File: config.mk
export PLATFORM = sky130hd
export DESIGN_NAME = mctl_top
export DESIGN_NICKNAME = d
export VERILOG_FILES = /design/src/mctl_pkg.sv /design/src/mctl_top.sv
export VERILOG_INCLUDE_DIRS = /design/src /design/src/src
export SDC_FILE = /design/constraint.sdc
export NUM_CORES = 1
export LEC_CHECK = 0
export ABC_AREA = 1
export ABC_CLOCK_PERIOD_IN_PS = 2000
export BUFFER_PORTS_ARGS = -buffer_cell sky130_fd_sc_hd__buf_2
export CORE_ASPECT_RATIO = 1.1
export CORE_MARGIN = 2
export CORE_UTILIZATION = 40
export DETAILED_ROUTE_END_ITERATION = 10
export SYNTH_ARGS = -nofsm -noshare
export SYNTH_HDL_FRONTEND = slang
export SYNTH_SLANG_ARGS = --single-unit
File: constraint.sdc
create_clock -name mclk -period 2 [get_ports mclk]
set_input_delay 0.4 -clock mclk [delete_from_list [all_inputs] [get_ports mclk]]
set_output_delay 0.4 -clock mclk [all_outputs]
set_load 0.005 [all_outputs]
File: src/mctl_consts.svh
`ifndef MCTL_CONSTS_SVH
`define MCTL_CONSTS_SVH

// register byte offsets
`define MCTL_OFS_HW_CONFIG   8'h74
`define MCTL_OFS_TIMER_CFG   8'h8C
`define MCTL_OFS_TIMER_CNT   8'h90
`define MCTL_OFS_FREE_RUN    8'h9C
// field positions
`define MCTL_BIT_READY       27
`define MCTL_BIT_XOVER2      26
`define MCTL_BIT_XOVER1      25
`define MCTL_BIT_TIMER_EN    29
`define MCTL_PRELOAD_MSB     15
// reset values
`define MCTL_PRELOAD_RST     16'hFFFF
`define MCTL_COUNT_RST       16'hFFFF
`define MCTL_FREE_RST        32'h0000_0000
// timebase: 125 MHz core, 25 MHz counting tick
`define MCTL_CLK_MHZ         125
`define MCTL_TICK_MHZ        25
`define MCTL_TICK_DIV        (`MCTL_CLK_MHZ / `MCTL_TICK_MHZ)
// settle time before ready, in ns
`define MCTL_READY_NS        160
`define MCTL_CLK_NS          8
`define MCTL_READY_CYC       ((`MCTL_READY_NS + `MCTL_CLK_NS - 1) / `MCTL_CLK_NS)
`endif

File: src/mctl_pkg.sv
package mctl_pkg;
  typedef logic [7:0]  mctl_addr_t;
  typedef logic [31:0] mctl_word_t;
  typedef enum logic [1:0] {
    MCTL_HALF_LOW  = 2'h1,
    MCTL_HALF_HIGH = 2'h2
  } mctl_half_t;
endpackage : mctl_pkg

File: src/mctl_top.sv
`timescale 1ns/1ps
`include "mctl_consts.svh"
module mctl_top #(
  parameter int READY_CYC = `MCTL_READY_CYC
) (
  // clock and reset
  input  wire logic              mclk,
  input  wire logic              rst_n,
  // strap pins
  input  wire logic              xover_strap1_pin,
  input  wire logic              xover_strap2_pin,
  // loader rewrite of strap states
  input  wire logic              loader_we,
  input  wire logic              loader_xover1,
  input  wire logic              loader_xover2,
  // phy crossover override
  input  wire logic              crossover_override_ctrl1,
  input  wire logic              crossover_override_state1,
  input  wire logic              crossover_override_ctrl2,
  input  wire logic              crossover_override_state2,
  // register access
  input  wire logic              reg_rd,
  input  wire logic              reg_wr,
  input  wire mctl_pkg::mctl_addr_t reg_addr,
  input  wire mctl_pkg::mctl_word_t reg_wdata,
  output      mctl_pkg::mctl_word_t reg_rdata,
  // extended serial half read
  input  wire logic              half_rd,
  input  wire mctl_pkg::mctl_half_t half_sel,
  output      logic [15:0]       half_rdata,
  // interrupt enables and events
  input  wire logic              ready_irq_en,
  output      logic              ready_irq,
  output      logic              timer_irq,
  input  wire logic              timer_irq_clr
);
  import mctl_pkg::*;

  logic [1:0]  strap1_sync_reg;
  logic [1:0]  strap2_sync_reg;
  logic        xover1_reg;
  logic        xover2_reg;
  logic        ready_reg;
  logic [15:0] ready_cnt_reg;
  logic        timer_en_reg;
  logic        cfg_wr;
  logic [15:0] preload_reg;
  logic [15:0] count_reg;
  logic [31:0] free_reg;
  logic [2:0]  div_reg;
  logic        tick;
  logic        xover1_eff;
  logic        xover2_eff;
  logic        timer_en_next;
  mctl_word_t  hw_word;
  mctl_word_t  sel_word;

  function automatic mctl_word_t read_mux(input mctl_addr_t a);
    mctl_word_t w;
    w = '0;
    unique case (a)
      `MCTL_OFS_HW_CONFIG: w = hw_word;
      `MCTL_OFS_TIMER_CFG: begin
        w[`MCTL_BIT_TIMER_EN] = timer_en_reg;
        w[`MCTL_PRELOAD_MSB:0] = preload_reg;
      end
      `MCTL_OFS_TIMER_CNT: w[`MCTL_PRELOAD_MSB:0] = count_reg;
      `MCTL_OFS_FREE_RUN:  w = free_reg;
      default:             w = '0;
    endcase
    return w;
  endfunction : read_mux

  // strap synchronisers
  always_ff @(posedge mclk) begin
    strap1_sync_reg <= {strap1_sync_reg[0], xover_strap1_pin};
    strap2_sync_reg <= {strap2_sync_reg[0], xover_strap2_pin};
  end

  // strap latch while in reset, loader may rewrite later
  always_ff @(posedge mclk) begin
    if (!rst_n) begin
      xover1_reg      <= strap1_sync_reg[1];
      xover2_reg      <= strap2_sync_reg[1];
    end else if (loader_we) begin
      xover1_reg <= loader_xover1;
      xover2_reg <= loader_xover2;
    end
  end

  assign xover1_eff = crossover_override_ctrl1 ? crossover_override_state1 : xover1_reg;
  assign xover2_eff = crossover_override_ctrl2 ? crossover_override_state2 : xover2_reg;

  // readiness after settle count
  always_ff @(posedge mclk) begin
    if (!rst_n) begin
      ready_cnt_reg <= '0;
      ready_reg     <= 1'b0;
    end else if (!ready_reg) begin
      if (ready_cnt_reg >= 16'(READY_CYC - 1)) begin
        ready_reg <= 1'b1;
      end else begin
        ready_cnt_reg <= ready_cnt_reg + 16'h0001;
      end
    end
  end

  // pulse on ready rising, when enabled
  always_ff @(posedge mclk) begin
    if (!rst_n) begin
      ready_irq <= 1'b0;
    end else begin
      ready_irq <= ready_irq_en && !ready_reg &&
                   (ready_cnt_reg >= 16'(READY_CYC - 1));
    end
  end

  // 25 MHz tick divider
  always_ff @(posedge mclk) begin
    if (!rst_n) begin
      div_reg <= '0;
    end else if (div_reg == 3'(`MCTL_TICK_DIV - 1)) begin
      div_reg <= '0;
    end else begin
      div_reg <= div_reg + 3'h1;
    end
  end
  assign tick = (div_reg == 3'(`MCTL_TICK_DIV - 1));

  // free-running counter
  always_ff @(posedge mclk) begin
    if (!rst_n) begin
      free_reg <= `MCTL_FREE_RST;
    end else if (tick) begin
      free_reg <= free_reg + 32'h0000_0001;
    end
  end

  // timer_config writes, ignored until ready
  assign timer_en_next = reg_wdata[`MCTL_BIT_TIMER_EN];
  assign cfg_wr = reg_wr && ready_reg && (reg_addr == `MCTL_OFS_TIMER_CFG);
  always_ff @(posedge mclk) begin
    if (!rst_n) begin
      timer_en_reg <= 1'b0;
      preload_reg  <= `MCTL_PRELOAD_RST;
    end else if (cfg_wr) begin
      timer_en_reg <= timer_en_next;
      if (timer_en_reg && !timer_en_next) begin
        preload_reg <= `MCTL_PRELOAD_RST;
      end else begin
        preload_reg <= reg_wdata[`MCTL_PRELOAD_MSB:0];
      end
    end
  end

  // timer count
  always_ff @(posedge mclk) begin
    if (!rst_n) begin
      count_reg <= `MCTL_COUNT_RST;
    end else if (cfg_wr && !timer_en_reg && timer_en_next) begin
      count_reg <= reg_wdata[`MCTL_PRELOAD_MSB:0];
    end else if (!timer_en_reg) begin
      count_reg <= preload_reg;
    end else if (tick) begin
      if (count_reg == 16'h0000) begin
        count_reg <= preload_reg;
      end else begin
        count_reg <= count_reg - 16'h0001;
      end
    end
  end

  // timer interrupt flag, set wins over clear
  always_ff @(posedge mclk) begin
    if (!rst_n) begin
      timer_irq <= 1'b0;
    end else if (timer_en_reg && tick && count_reg == 16'h0000) begin
      timer_irq <= 1'b1;
    end else if (timer_irq_clr) begin
      timer_irq <= 1'b0;
    end
  end

  // hardware_config readable at any time
  always_comb begin
    hw_word = '0;
    hw_word[`MCTL_BIT_READY]  = ready_reg;
    hw_word[`MCTL_BIT_XOVER2] = xover2_eff;
    hw_word[`MCTL_BIT_XOVER1] = xover1_eff;
  end

  // always_comb so the mux follows the registers it reads, not only the address
  always_comb begin
    sel_word = read_mux(reg_addr);
  end

  // read data registers
  always_ff @(posedge mclk) begin
    if (!rst_n) begin
      reg_rdata <= '0;
    end else if (reg_rd) begin
      reg_rdata <= sel_word;
    end
  end

  always_ff @(posedge mclk) begin
    if (!rst_n) begin
      half_rdata <= '0;
    end else if (half_rd) begin
      unique case (half_sel)
        MCTL_HALF_HIGH: half_rdata <= sel_word[31:16];
        MCTL_HALF_LOW:  half_rdata <= sel_word[15:0];
        default:        half_rdata <= '0;
      endcase
    end
  end
endmodule : mctl_top

[Word-level counts from Yosys, hierarchy flattened]
Cells that the tools add are included.
Operators by class
  $add $sub $neg: 4
  $lt $le $gt $ge: 1
  equal/unequal tests: 9
  mux-type cells: 20
  bitwise operators: 3
  reductions and logical operators: 16
Operators with widths (count)
  $mux W16: 5
  $pmux W16 S3: 1
  $add A32 B1 Y32 const B: 1
  $pmux W16 S2: 1
  $pmux W13 S2: 1
  $eq A8 B8 Y1 const B: 3
  $add A16 B1 Y16 const B: 1
  $ge A16 B5 Y1 const B: 1
  $logic_not A16 Y1: 1
  $sub A16 B1 Y16 const B: 1
  $mux W1: 10
  $logic_and A1 B1 Y1: 9
  $eq A8 B7 Y1 const B: 1
  $add A3 B1 Y3 const B: 1
  $eq A3 B3 Y1 const B: 1
  $logic_not A1 Y1: 3
  $ne A3 B1 Y1 const B: 1
  $not A1 Y1: 3
  $eq A2 B1 Y1 const B: 1
  $eq A2 B2 Y1 const B: 1
  $mux W2: 1
  $ne A2 B1 Y1 const B: 1
  $pmux W1 S2: 1
  $reduce_and A2 Y1: 1
  2 further kinds: 2
Word-level totals
  register bits: 141
  input bits: 58

[Longest topological paths before layout]
Gate-level depths: netlist of run 1.
  depth in word-level cells: 5
  depth in mapped cells: 13

[Worst setup path after synthesis of run 1]
Ideal clock, no wire load.
  kind: input to register
  start point: input half_sel[0]
  end point: register half_rdata[10]
  library setup time: 0.070 ns
  arrival time: 1.447 ns
  setup slack: 0.483 ns
  stages on the path: 6
  path buffers: 1
  path through: inv_1 > ha_1 > nor2_1 > clkbuf_1 > nand2_1 > a21oi_1
On the way
  longest elaborated chain between the ends: 2
  elaborated cells between the ends (all ways): 3
  those cells by class: eq/ne: 2; mux: 1
RTL lines
  from (decl): RTL line mctl_top.sv:29  | input wire mctl_pkg::mctl_half_t half_sel,
  $eq A2 B1 Y1 or $eq A2 B2 Y1 (tied branches): RTL line mctl_top.sv:210  | unique case (half_sel)
  $pmux W16 S2 (*): RTL line mctl_top.sv:210
  to (signal assigned): RTL line mctl_top.sv:211  | MCTL_HALF_HIGH: half_rdata <= sel_word[31:16];
  to (signal assigned): RTL line mctl_top.sv:212  | MCTL_HALF_LOW: half_rdata <= sel_word[15:0];
  to (decl): RTL line mctl_top.sv:30  | output logic [15:0] half_rdata,
Every way passes the cells marked *; elsewhere a longest branch is shown, timed or not.
A chain may end at the register's enable or synchronous reset.

[Final worst setup path of run 1]
  start point: register count_reg[0]
  end point: register count_reg[11]
On the way
  longest elaborated chain between the ends: 5
  elaborated cells between the ends (all ways): 6
  those cells by class: add/sub: 1; mux: 4; reduce/logical: 1
RTL lines
  from (decl): RTL line mctl_top.sv:48  | logic [15:0] count_reg;
  from (signal assigned): RTL line mctl_top.sv:159  | count_reg <= `MCTL_COUNT_RST;
  from (signal assigned): RTL line mctl_top.sv:161  | count_reg <= reg_wdata[`MCTL_PRELOAD_MSB:0];
  from (signal assigned): RTL line mctl_top.sv:163  | count_reg <= preload_reg;
  $sub A16 B1 Y16 or $logic_not A16 Y1 (tied branches): RTL line mctl_top.sv:168, mctl_top.sv:165
  $mux W16 (*): RTL line mctl_top.sv:165  | if (count_reg == 16'h0000) begin
  $mux W16 (*): RTL line mctl_top.sv:164  | end else if (tick) begin
  $mux W16 (*): RTL line mctl_top.sv:162  | end else if (!timer_en_reg) begin
  $mux W16 (*): RTL line mctl_top.sv:160  | end else if (cfg_wr && !timer_en_reg && timer_en_next) begin
Every way passes the cells marked *; elsewhere a longest branch is shown, timed or not. The select of a mux whose other input is x is not followed.

==> results.sh, run 1 <==
export IMPL_outcome="finished, final reports clean"
export IMPL_hold_depth=1
export IMPL_start_kind="flip-flop"
export IMPL_cts_resized=0
export IMPL_worst_slew_pin_slew_ps=629
export IMPL_whs_ps=59.9
export IMPL_rows=52
export IMPL_antenna_left=0
export IMPL_h_tree_depth=4
export IMPL_crit_arrival_ps=2140
export IMPL_critPathSlowestCell="dfxtp_1"
export IMPL_clk_path_buf_depth=2
export IMPL_vias=7329
export IMPL_route_detailed_drc=0
export IMPL_p_leak_nw=4.07
export IMPL_worstHoldStart="xover_strap1_pin"
export IMPL_finalCriticalPeriod_ps=1820
export IMPL_tritoncts="done"
export IMPL_cts_clk_slew_worst_paths_ps=70
export IMPL_antenna_found_initial=0
export IMPL_synthArstFlopShare=0
export IMPL_numCtsBuffers=17
export IMPL_reg2reg_to="count_reg[11]"
export IMPL_drt_iter0_drc=499
export IMPL_dpl_hpwl_um=15200
export IMPL_ys_warn_count=0
export IMPL_power_density_nw_per_um2=748
export IMPL_fin_ws_ps=181
export IMPL_finalCritPeriodShare=0.909
export IMPL_grt_pass1_wl_um=34300
export IMPL_track_usage=0.218
export IMPL_fp_dieW_um=133
export IMPL_ys_ff_latch=141
export IMPL_critPathMaxStageDelay_ps=330
export IMPL_post_drt_wl_per_cell_um=14.0
export IMPL_drv_cap=0
export IMPL_io_buffers=92
export IMPL_place_gp_congestion=0.934
export IMPL_clock_skew_ps=7.23
export IMPL_first_global_vias=6755
export IMPL_path_class="flip-flop to flip-flop"
export IMPL_setup_viol=0
export IMPL_fin_setup_tns_ps=0
export IMPL_cts_sinks=141
export IMPL_drive_gt1_frac=0.151
export IMPL_synth_edf_count=2
export IMPL_synth_seq_area_share=0.385
export IMPL_pin_count=108
export IMPL_start_util=0.405
export IMPL_drv_slew=0
export IMPL_area_delta_synth_final_pct=19.2
export IMPL_path_max_fanout=16
export IMPL_fill_cells=1931
export IMPL_synth_cell_types=45
export IMPL_hold_path_class="input pin to flip-flop"
export IMPL_cp_common_cell="nand2_1"
export IMPL_rr_worst_depth=9
export IMPL_synthFlopType="dfxtp_1"
export IMPL_final_util=0.483
export IMPL_crit_path_end_kind="flip-flop"
export IMPL_peakVddDrop_mv=0.575
export IMPL_max_freq_ghz=0.550
export IMPL_antenna_cells=0
export IMPL_chipHeight_um=146
export IMPL_post_cts_setup_buffers=0
export IMPL_relSlewSlack=0.580
export IMPL_wirelength_um=20800
export IMPL_grt_max_degree=49
export IMPL_dr_pass1_iters=5
export IMPL_hold_viol_final=0
export IMPL_num_nets_final=1301
export IMPL_dieArea_um2=19500
export IMPL_regArea_um2=2840
export IMPL_core_area_um2=18200
export IMPL_r2r_start="count_reg[0]"
export IMPL_clockRootBuffer="clkbuf_16"
export IMPL_dpl_worst_slack_ps=118
export IMPL_netlist_area_um2=7380
export IMPL_multi_input_area_um2=3820
export IMPL_critPathRequiredTime_ps=2330
export IMPL_overflow=0
export IMPL_ff2ff_setup_slack_ps=180
export IMPL_syn_area_per_cell_um2=6.47
export IMPL_syn_inst=1141
export IMPL_viasPerCell=4.92
export IMPL_syn_num_nets=1207
export IMPL_path_cells="inv_1, ha_1, nand4_1, nor2_1, nand2_1, nand2_2, nand3_1, nand2_1, nand2_1"
export IMPL_min_to="strap1_sync_reg[0]"
export IMPL_insertion_delay_ps=430
export IMPL_grt_setup_unrepaired="false"
export IMPL_postCtsHoldBufs=0
cells by family after synthesis:
family | synth area share
AO/OA/AOI/OAI | 0.112
XOR/XNOR | 0.0119
adder cells (fa/ha/maj) | 0.0136
buffers and inverters | 0.0973
flip-flops | 0.385
AND/OR/NAND/NOR | 0.380
final cells by class:
class | count | share of cell area
timing repair buffer | 123 | 0.0845
tap | 243 | 0.0346
multi-input combinational | 825 | 0.434
clock inverter | 15 | 0.0212
inverter | 127 | 0.0542
clock buffer | 17 | 0.0484
sequential | 141 | 0.323
cells in the mapped netlist, types with 2 or more instances:
cell type  count  share of area
nor3_1         9         0.0061
nand3_1      101          0.069
inv_1        121          0.062
clkbuf_1      26          0.013
o211ai_1       7         0.0071
nand3_2        2         0.0027
edfxtp_1       2         0.0081
nand2_2        6         0.0051
nor3b_1        2         0.0020
buf_2         11         0.0075
xnor2_1        2         0.0024
xor2_1         8         0.0095
a211oi_1       2         0.0020
dfxtp_1      139           0.38
nand4_1       11         0.0093
nor2_1       153          0.078
nand3b_1       4         0.0041
nand2_1      335           0.17
nor2_4         6         0.0092
buf_1          3         0.0015
a21oi_1       60          0.041
or2_1          3         0.0025
nor2_2         5         0.0042
o21ai_1        2         0.0014
ha_1           8          0.014
nor3_4         2         0.0044
buf_4          4         0.0041
inv_2          5         0.0025
buf_6          3         0.0046
o21ai_0       84          0.057
power breakdown:
part	internal (W)	switching (W)	total, W
Clock	0.00199	0.00135	0.00333
Combinational	0.000133	0.000222	0.000355
Sequential	0.00287	0.0000265	0.00290
Total	0.00499	0.00159	0.00658
layer usage:
metal  wire length (um)  global-route usage  vias to the layer above
met3               1040              0.0351                       28
met2               9420               0.348                      212
li1                   -                   -                     3802
met1               9980               0.301                     3287
met5                  0                   0                        -
met4                401              0.0702                        0
worst max-delay path by stage:
stage	to	slack, ps	cells past startpoint	start
2_1_floorplan	half_rdata[10]	480	6	half_sel[0]
3_3_place_gp	count_reg[15]	140	11	reg_addr[1]
3_5_place_dp	count_reg[0]	120	8	reg_addr[1]
4_1_cts	count_reg[11]	170	9	count_reg[0]
5_1_grt	count_reg[13]	8	11	count_reg[0]
6_report	count_reg[11]	180	9	count_reg[0]
per-stage QoR:
step | instances | cell area [um^2] | power [W]
global placement | 1459 | 8180 | 0.00331
CTS | 1491 | 8800 | 0.00665
global route | 1491 | 8800 | 0.00681
finish | 1491 | 8800 | 0.00658
detailed placement | 1459 | 8180 | 0.00331
floorplan | 1141 | 7380 | 0.00316
placed cells by master, fill, tap and decap left out, types with 3 or more instances in the layout:
cell	instances
buf_4	27
nand3_1	101
nor2_2	5
nor2_4	6
inv_1	121
xor2_1	8
inv_6	4
bufinv_16	3
buf_12	4
a21oi_1	60
nand2_2	6
nand4_1	11
or2_1	3
nand2_1	335
clkbuf_16	17
buf_2	92
dfxtp_1	139
nor3_1	9
clkinv_2	3
ha_1	8
o211ai_1	7
nor2_1	153
inv_2	5
o21ai_0	84
nand3b_1	4
worst max-delay path: cells and delay by family, from the launching register on:
kind / cells / cell delay (ps)
simple gates: 7 / 1110
buf+inv: 1 / 110
flops: 1 / 330
fa+ha+maj: 1 / 160
No activity file was read; power rests on OpenSTA's default activity.
==> run 2, diff against run 1 <==
--- a/config.mk
+++ b/config.mk
@@ -6,9 +6,9 @@
 export SDC_FILE = /design/constraint.sdc
 export NUM_CORES = 1
 export LEC_CHECK = 0
-export ABC_AREA = 1
 export ABC_CLOCK_PERIOD_IN_PS = 2000
 export BUFFER_PORTS_ARGS = -buffer_cell sky130_fd_sc_hd__buf_2
+export CAP_MARGIN = 20
 export CORE_ASPECT_RATIO = 1.1
 export CORE_MARGIN = 2
 export CORE_UTILIZATION = 40
==> run 2 against run 1 <==
Net effect: largest cell class unchanged; critical path type unchanged; clock power barely moved; register-to-register slack lost 220 ps; global-route usage up 1.3 points; fmax fell by 11%; worst setup slack got worse by 220 ps; cell count shrank 27%; die area is 13% lower; the flow now finishes with violations (setup timing).
==> results.sh, run 2 <==
export IMPL_synth_common_cells="dfxtp_1, nor2_1, a21oi_1, o21ai_0, nand2_1"
export IMPL_antenna_found_initial=0
export IMPL_final_common_cell="dfxtp_1"
export IMPL_grt_pass1_wl_um=31400
export IMPL_path_cells="or4_4, o41ai_4, buf_4, o22a_1, nor2_1, o31ai_1"
export IMPL_insertion_delay_ps=430
export IMPL_place_gp_congestion=0.947
export IMPL_intPower_w=0.00501
export IMPL_critPathSlowestCell="or4_4"
export IMPL_rows=48
export IMPL_viasPerCell=5.61
export IMPL_tritoncts="done"
export IMPL_first_global_vias=6062
export IMPL_track_usage=0.231
export IMPL_p_switching_w=0.00147
export IMPL_p_leak_nw=3.26
export IMPL_antenna_cells=0
export IMPL_drive_gt1_frac=0.258
export IMPL_wirelength_um=19400
export IMPL_grt_max_degree=74
export IMPL_synth_edf_count=2
export IMPL_max_freq_ghz=0.490
export IMPL_final_util=0.523
export IMPL_final_cell_mix="dfxtp_1, buf_2, nor2_1"
export IMPL_pin_count=108
export IMPL_regArea_um2=2840
export IMPL_relSlewSlack=0.361
export IMPL_start_kind="flip-flop"
export IMPL_fp_dieW_um=125
export IMPL_cpLargestDelayFamily="compound AO/OA/AOI/OAI gates"
export IMPL_grt_setup_unrepaired="true"
export IMPL_start_util=0.409
export IMPL_power_density_nw_per_um2=790
export IMPL_fin_ws_ps=-42.2
export IMPL_num_nets_final=944
export IMPL_io_buffers=92
export IMPL_finalCritPeriodShare=1.02
export IMPL_pwr_share_clk=0.509
export IMPL_cts_clk_slew_worst_paths_ps=60
export IMPL_hold_viol_final=0
export IMPL_finalInstanceArea_um2=8200
export IMPL_ys_ff_latch=141
export IMPL_fill_cells=1445
export IMPL_post_drt_wl_per_cell_um=17.7
export IMPL_syn_inst=749
export IMPL_path_max_fanout=6
export IMPL_finalCriticalPeriod_ps=2040
export IMPL_netlist_area_um2=6410
export IMPL_ys_warn_count=0
export IMPL_syn_area_per_cell_um2=8.56
export IMPL_dr_pass1_iters=7
export IMPL_worst_slew_pin_slew_ps=955
export IMPL_peakVddDrop_mv=0.551
export IMPL_violations="setup timing"
export IMPL_route_detailed_drc=0
export IMPL_antenna_left=0
export IMPL_place_area_um2=7490
export IMPL_synthFlopType="dfxtp_1"
export IMPL_critical_path_buf_inv_count=1
export IMPL_switching_share=0.226
export IMPL_synth_cell_types=69
export IMPL_drt_iter0_drc=425
export IMPL_p_seq_frac=0.444
export IMPL_crit_path_end_kind="flip-flop"
export IMPL_clockRootBuffer="clkbuf_16"
export IMPL_clock_skew_ps=6.13
export IMPL_p_comb_frac=0.047
export IMPL_critPathMaxStageDelay_ps=570
export IMPL_numCtsBuffers=17
export IMPL_synth_top_area_frac=0.434
export IMPL_crit_arrival_ps=2370
export IMPL_multi_input_area_um2=3370
export IMPL_drv_cap=0
export IMPL_yosysTopAreaCell="dfxtp_1"
export IMPL_dpl_hpwl_um=14000
export IMPL_clk_path_buf_depth=2
export IMPL_critPathRequiredTime_ps=2330
export IMPL_synthArstFlopShare=0
export IMPL_yosysMostFrequentCell="dfxtp_1"
export IMPL_postCtsHoldBufs=0
export IMPL_dpl_worst_slack_ps=-132
export IMPL_synth_seq_area_share=0.443
export IMPL_dieArea_um2=17100
export IMPL_syn_num_nets=815
export IMPL_cts_sinks=141
export IMPL_outcome="finished with violations"
export IMPL_overflow=0
export IMPL_fin_setup_tns_ps=-66.4
export IMPL_chipHeight_um=137
export IMPL_setup_viol=2
export IMPL_path_class="flip-flop to flip-flop"
export IMPL_area_delta_synth_final_pct=27.9
export IMPL_drv_slew=0
export IMPL_h_tree_depth=4
export IMPL_hold_path_class="input pin to flip-flop"
export IMPL_synthTopCellsByArea="dfxtp_1, a21oi_1, nor2_1"
export IMPL_core_area_um2=15700
export IMPL_vias=6116
-- run 2: changes by cell type after synthesis, sizes merged, moves of 11 or more --
cell / previous run / this run
o21ai: 86 / 51
nand2b: 0 / 26
nand3: 104 / 36
nor4: 1 / 14
a22o: 0 / 12
inv: 126 / 17
nor3: 12 / 29
clkbuf: 27 / 38
o31ai: 1 / 14
nand2: 342 / 44
and2: 0 / 12
nor2: 164 / 73
a22oi: 0 / 15
-- run 2: timing repair --
action / CTS / global route
setup endpoints to repair: 9 / 18
gates resized for setup: 8 / 10
buffers inserted: 1 / 2
pin swaps: 3 / 6
-- run 2: path summary, 6_finish.rpt --
| check | start | to | slack, ps | cells past startpoint |
|---|---|---|---|---|
| setup / recovery | count_reg[10] | count_reg[9] | -40 | 6 |
| hold reg to reg | strap2_sync_reg[0] | strap2_sync_reg[1] | 330 | 0 |
| setup reg to reg | count_reg[10] | count_reg[9] | -40 | 6 |
| hold / removal | xover_strap1_pin | strap1_sync_reg[0] | 80 | 1 |
-- run 2: layout make-up --
type | instances | area share
Sequential cell | 141 | 0.347
Multi-Input combinational cell | 536 | 0.410
Clock inverter | 13 | 0.0197
Tap cell | 200 | 0.0305
Clock buffer | 19 | 0.0552
Inverter | 17 | 0.00778
Timing Repair Buffer | 165 | 0.130
-- run 2: per-layer routing --
layer,vias to the layer above,GRT usage,routed length (um)
met3,43,0.0469,1140
met5,-,0,0
met2,214,0.379,9240
li1,2980,-,-
met4,0,0.108,496
met1,2879,0.294,8470
-- run 2: power by group through the flow --
stage	logic (W)	registers [W]	clock network, W
detailed placement	0.000302	0.00294	0
global placement	0.000293	0.00294	0
CTS	0.000304	0.00288	0.00334
finish	0.000307	0.00288	0.00330
floorplan	0.000156	0.00293	0
global route	0.000337	0.00288	0.00348
-- run 2: cells by family (layout without fill, tap and decap cells) --
| family | count (synthesis) | in the layout | synth area share |
|---|---|---|---|
| adders and majority gates | 8 | 8 | 0.0156 |
| AOI/OAI and AO/OA | 205 | 205 | 0.206 |
| DFF | 141 | 141 | 0.443 |
| muxes | 14 | 14 | 0.0226 |
| buffers and inverters | 72 | 214 | 0.0456 |
| xor gates and xnor gates | 26 | 26 | 0.0355 |
| and+or+nand+nor | 283 | 283 | 0.231 |
-- run 2: metrics by stage --
| step | power [W] | cells | hold slack (ps) |
|---|---|---|---|
| 3_3_place_gp | 0.00323 | 1056 | 310 |
| 2_1_floorplan | 0.00309 | 749 | 310 |
| 5_1_grt | 0.00670 | 1091 | 59.6 |
| 3_5_place_dp | 0.00324 | 1056 | 319 |
| 4_1_cts | 0.00652 | 1089 | 62.1 |
| 6_report | 0.00648 | 1091 | 77.9 |
-- run 2: worst register-to-register path: stages, from the launching register on --
cell	delay [ps]
dfxtp_1	310
or4_4	570
o41ai_4	450
buf_4	220
o22a_1	140
nor2_1	30
o31ai_1	220
==> run 3, diff against run 2 <==
--- a/config.mk
+++ b/config.mk
@@ -6,13 +6,12 @@
 export SDC_FILE = /design/constraint.sdc
 export NUM_CORES = 1
 export LEC_CHECK = 0
-export ABC_CLOCK_PERIOD_IN_PS = 2000
-export BUFFER_PORTS_ARGS = -buffer_cell sky130_fd_sc_hd__buf_2
 export CAP_MARGIN = 20
 export CORE_ASPECT_RATIO = 1.1
 export CORE_MARGIN = 2
 export CORE_UTILIZATION = 40
 export DETAILED_ROUTE_END_ITERATION = 10
+export DONT_BUFFER_PORTS = 1
 export SYNTH_ARGS = -nofsm -noshare
 export SYNTH_HDL_FRONTEND = slang
 export SYNTH_SLANG_ARGS = --single-unit
==> run 3 against run 2 <==
Net effect: the run now ends clean; critical path depth rose by 2; routed wire length is 0.54% higher; via count is 6.0% lower; die area unchanged; cell count down 9.3%.
==> results.sh, run 3 (synthesis gave the netlist of run 2 again) <==
export IMPL_tritoncts="done"
export IMPL_final_common_cell="dfxtp_1"
export IMPL_relSlewSlack=0.402
export IMPL_min_to="reg_rdata[14]"
export IMPL_hold_depth=1
export IMPL_wirelength_um=19500
export IMPL_num_nets_final=842
export IMPL_finalPower_w=0.00648
export IMPL_fill_cells=1491
export IMPL_vias=5749
export IMPL_worst_slew_pin_slew_ps=894
export IMPL_final_cells=989
export IMPL_fp_dieW_um=125
export IMPL_rr_worst_depth=8
export IMPL_first_global_vias=5637
export IMPL_rows=48
export IMPL_insertion_delay_ps=430
export IMPL_worstHoldStart="reg_rd"
export IMPL_finalCritPeriodShare=0.991
export IMPL_regArea_um2=2850
export IMPL_track_usage=0.235
export IMPL_reg2reg_to="count_reg[9]"
export IMPL_whs_ps=63.7
export IMPL_chipHeight_um=137
export IMPL_post_drt_wl_per_cell_um=19.7
export IMPL_core_area_um2=15700
export IMPL_grt_pass1_wl_um=31300
export IMPL_cts_clk_slew_worst_paths_ps=60
export IMPL_dpl_hpwl_um=13900
export IMPL_pwr_share_clk=0.529
export IMPL_setup_viol=0
export IMPL_numCtsBuffers=17
export IMPL_h_tree_depth=4
export IMPL_overflow=0
export IMPL_drv_cap=0
export IMPL_final_cell_mix="dfxtp_1, nor2_1, a21oi_1"
export IMPL_drive_gt1_frac=0.172
export IMPL_dpl_worst_slack_ps=-101
export IMPL_p_leak_nw=2.80
export IMPL_drv_slew=0
export IMPL_hold_path_class="input pin to flip-flop"
export IMPL_peakVddDrop_mv=0.629
export IMPL_r2r_start="count_reg[1]"
export IMPL_ff2ff_setup_slack_ps=20
export IMPL_viasPerCell=5.81
export IMPL_pin_count=108
export IMPL_place_area_um2=6960
export IMPL_path_max_fanout=7
export IMPL_area_delta_synth_final_pct=20.9
export IMPL_max_freq_ghz=0.505
export IMPL_clk_path_buf_depth=2
export IMPL_finalCriticalPeriod_ps=1980
export IMPL_dr_pass1_iters=7
export IMPL_dieArea_um2=17100
export IMPL_io_buffers=0
export IMPL_hold_viol_final=0
export IMPL_critPathRequiredTime_ps=2340
export IMPL_finalInstanceArea_um2=7750
export IMPL_place_gp_congestion=0.900
export IMPL_intPower_w=0.00510
export IMPL_crit_arrival_ps=2330
export IMPL_dp_cells=953
export IMPL_start_util=0.409
export IMPL_power_density_nw_per_um2=836
export IMPL_antenna_cells=0
export IMPL_drt_iter0_drc=443
export IMPL_outcome="finished, final reports clean"
export IMPL_fin_ws_ps=18.3
export IMPL_p_switching_w=0.00138
export IMPL_antenna_found_initial=0
export IMPL_crit_path_end_kind="flip-flop"
export IMPL_p_comb_frac=0.026
export IMPL_p_seq_frac=0.445
export IMPL_multi_input_area_um2=3410
export IMPL_start_kind="flip-flop"
export IMPL_grt_setup_unrepaired="true"
export IMPL_switching_share=0.214
export IMPL_grt_max_degree=75
export IMPL_clockRootBuffer="clkbuf_16"
export IMPL_path_class="flip-flop to flip-flop"
export IMPL_antenna_left=0
export IMPL_cts_sinks=141
export IMPL_route_detailed_drc=0
export IMPL_clock_skew_ps=7.48
## run 3: cell types whose count changed in the layout (fill, tap and decap cells not counted), moves of 2 or more
| cell | change |
|---|---|
| buf_4 | -13 |
| o22ai_2 | +2 |
| buf_2 | -92 |
| o22ai_1 | -2 |
| clkbuf_8 | -2 |
| dlygate4sd3_1 | +2 |
| o21ai_0 | -3 |
| nor4_1 | -2 |
| dfxtp_2 | +2 |
| dfxtp_1 | -2 |
| o21ai_1 | +3 |
## run 3: repair_timing
item	CTS	global route
endpoints found under the setup margin	9	25
pin swaps	15	5
endpoints found under the hold margin	2	0
gates resized for setup	16	17
hold buffers	2	0
setup buffers	1	1
## run 3: worst max-delay path by stage
| stage | to | cells after the start | start |
|---|---|---|---|
| after floorplan | count_reg[14] | 6 | count_reg[7] |
| after global placement | count_reg[8] | 8 | count_reg[0] |
| after detailed placement | count_reg[14] | 7 | count_reg[0] |
| after CTS | count_reg[9] | 8 | count_reg[1] |
| after global routing | count_reg[9] | 8 | count_reg[1] |
| final | count_reg[9] | 8 | count_reg[1] |
## run 3: power by group through the flow
stage	registers [W]	clock network, W	logic, W
floorplan	0.00293	0	0.000156
global placement	0.00294	0	0.000159
detailed placement	0.00294	0	0.000165
CTS	0.00288	0.00347	0.000170
global route	0.00288	0.00362	0.000192
finish	0.00288	0.00343	0.000171
## run 3: routing by layer
layer / part of all wire / track usage / up-vias / wire, um
li1: - / - / 2786 / -
met1: 0.42 / 0.290 / 2734 / 8090
met2: 0.49 / 0.399 / 205 / 9480
met3: 0.074 / 0.0680 / 24 / 1440
met4: 0.023 / 0.0780 / 0 / 454
met5: 0 / 0 / - / 0
## run 3: area by class of cell
type	instances	area share
Inverter	17	0.00823
Multi-Input combinational cell	536	0.440
Clock buffer	19	0.0586
Tap cell	200	0.0323
Sequential cell	141	0.367
Timing Repair Buffer	63	0.0702
Clock inverter	13	0.0239
## run 3: metrics by stage
step	util	setup TNS [ps]
final	0.495	0
after global placement	0.443	-124
after floorplan	-	-97.0
after CTS	0.489	-420
after global routing	0.495	-376
after detailed placement	0.444	-296
## run 3: critical path: stages, from the launching register on
cell and delay, ps:
dfxtp_2 320, inv_2 70, ha_4 130, or4b_4 480, o41ai_4 300, buf_4 230, o22a_1 140, nor2_1 40
o31ai_1 170
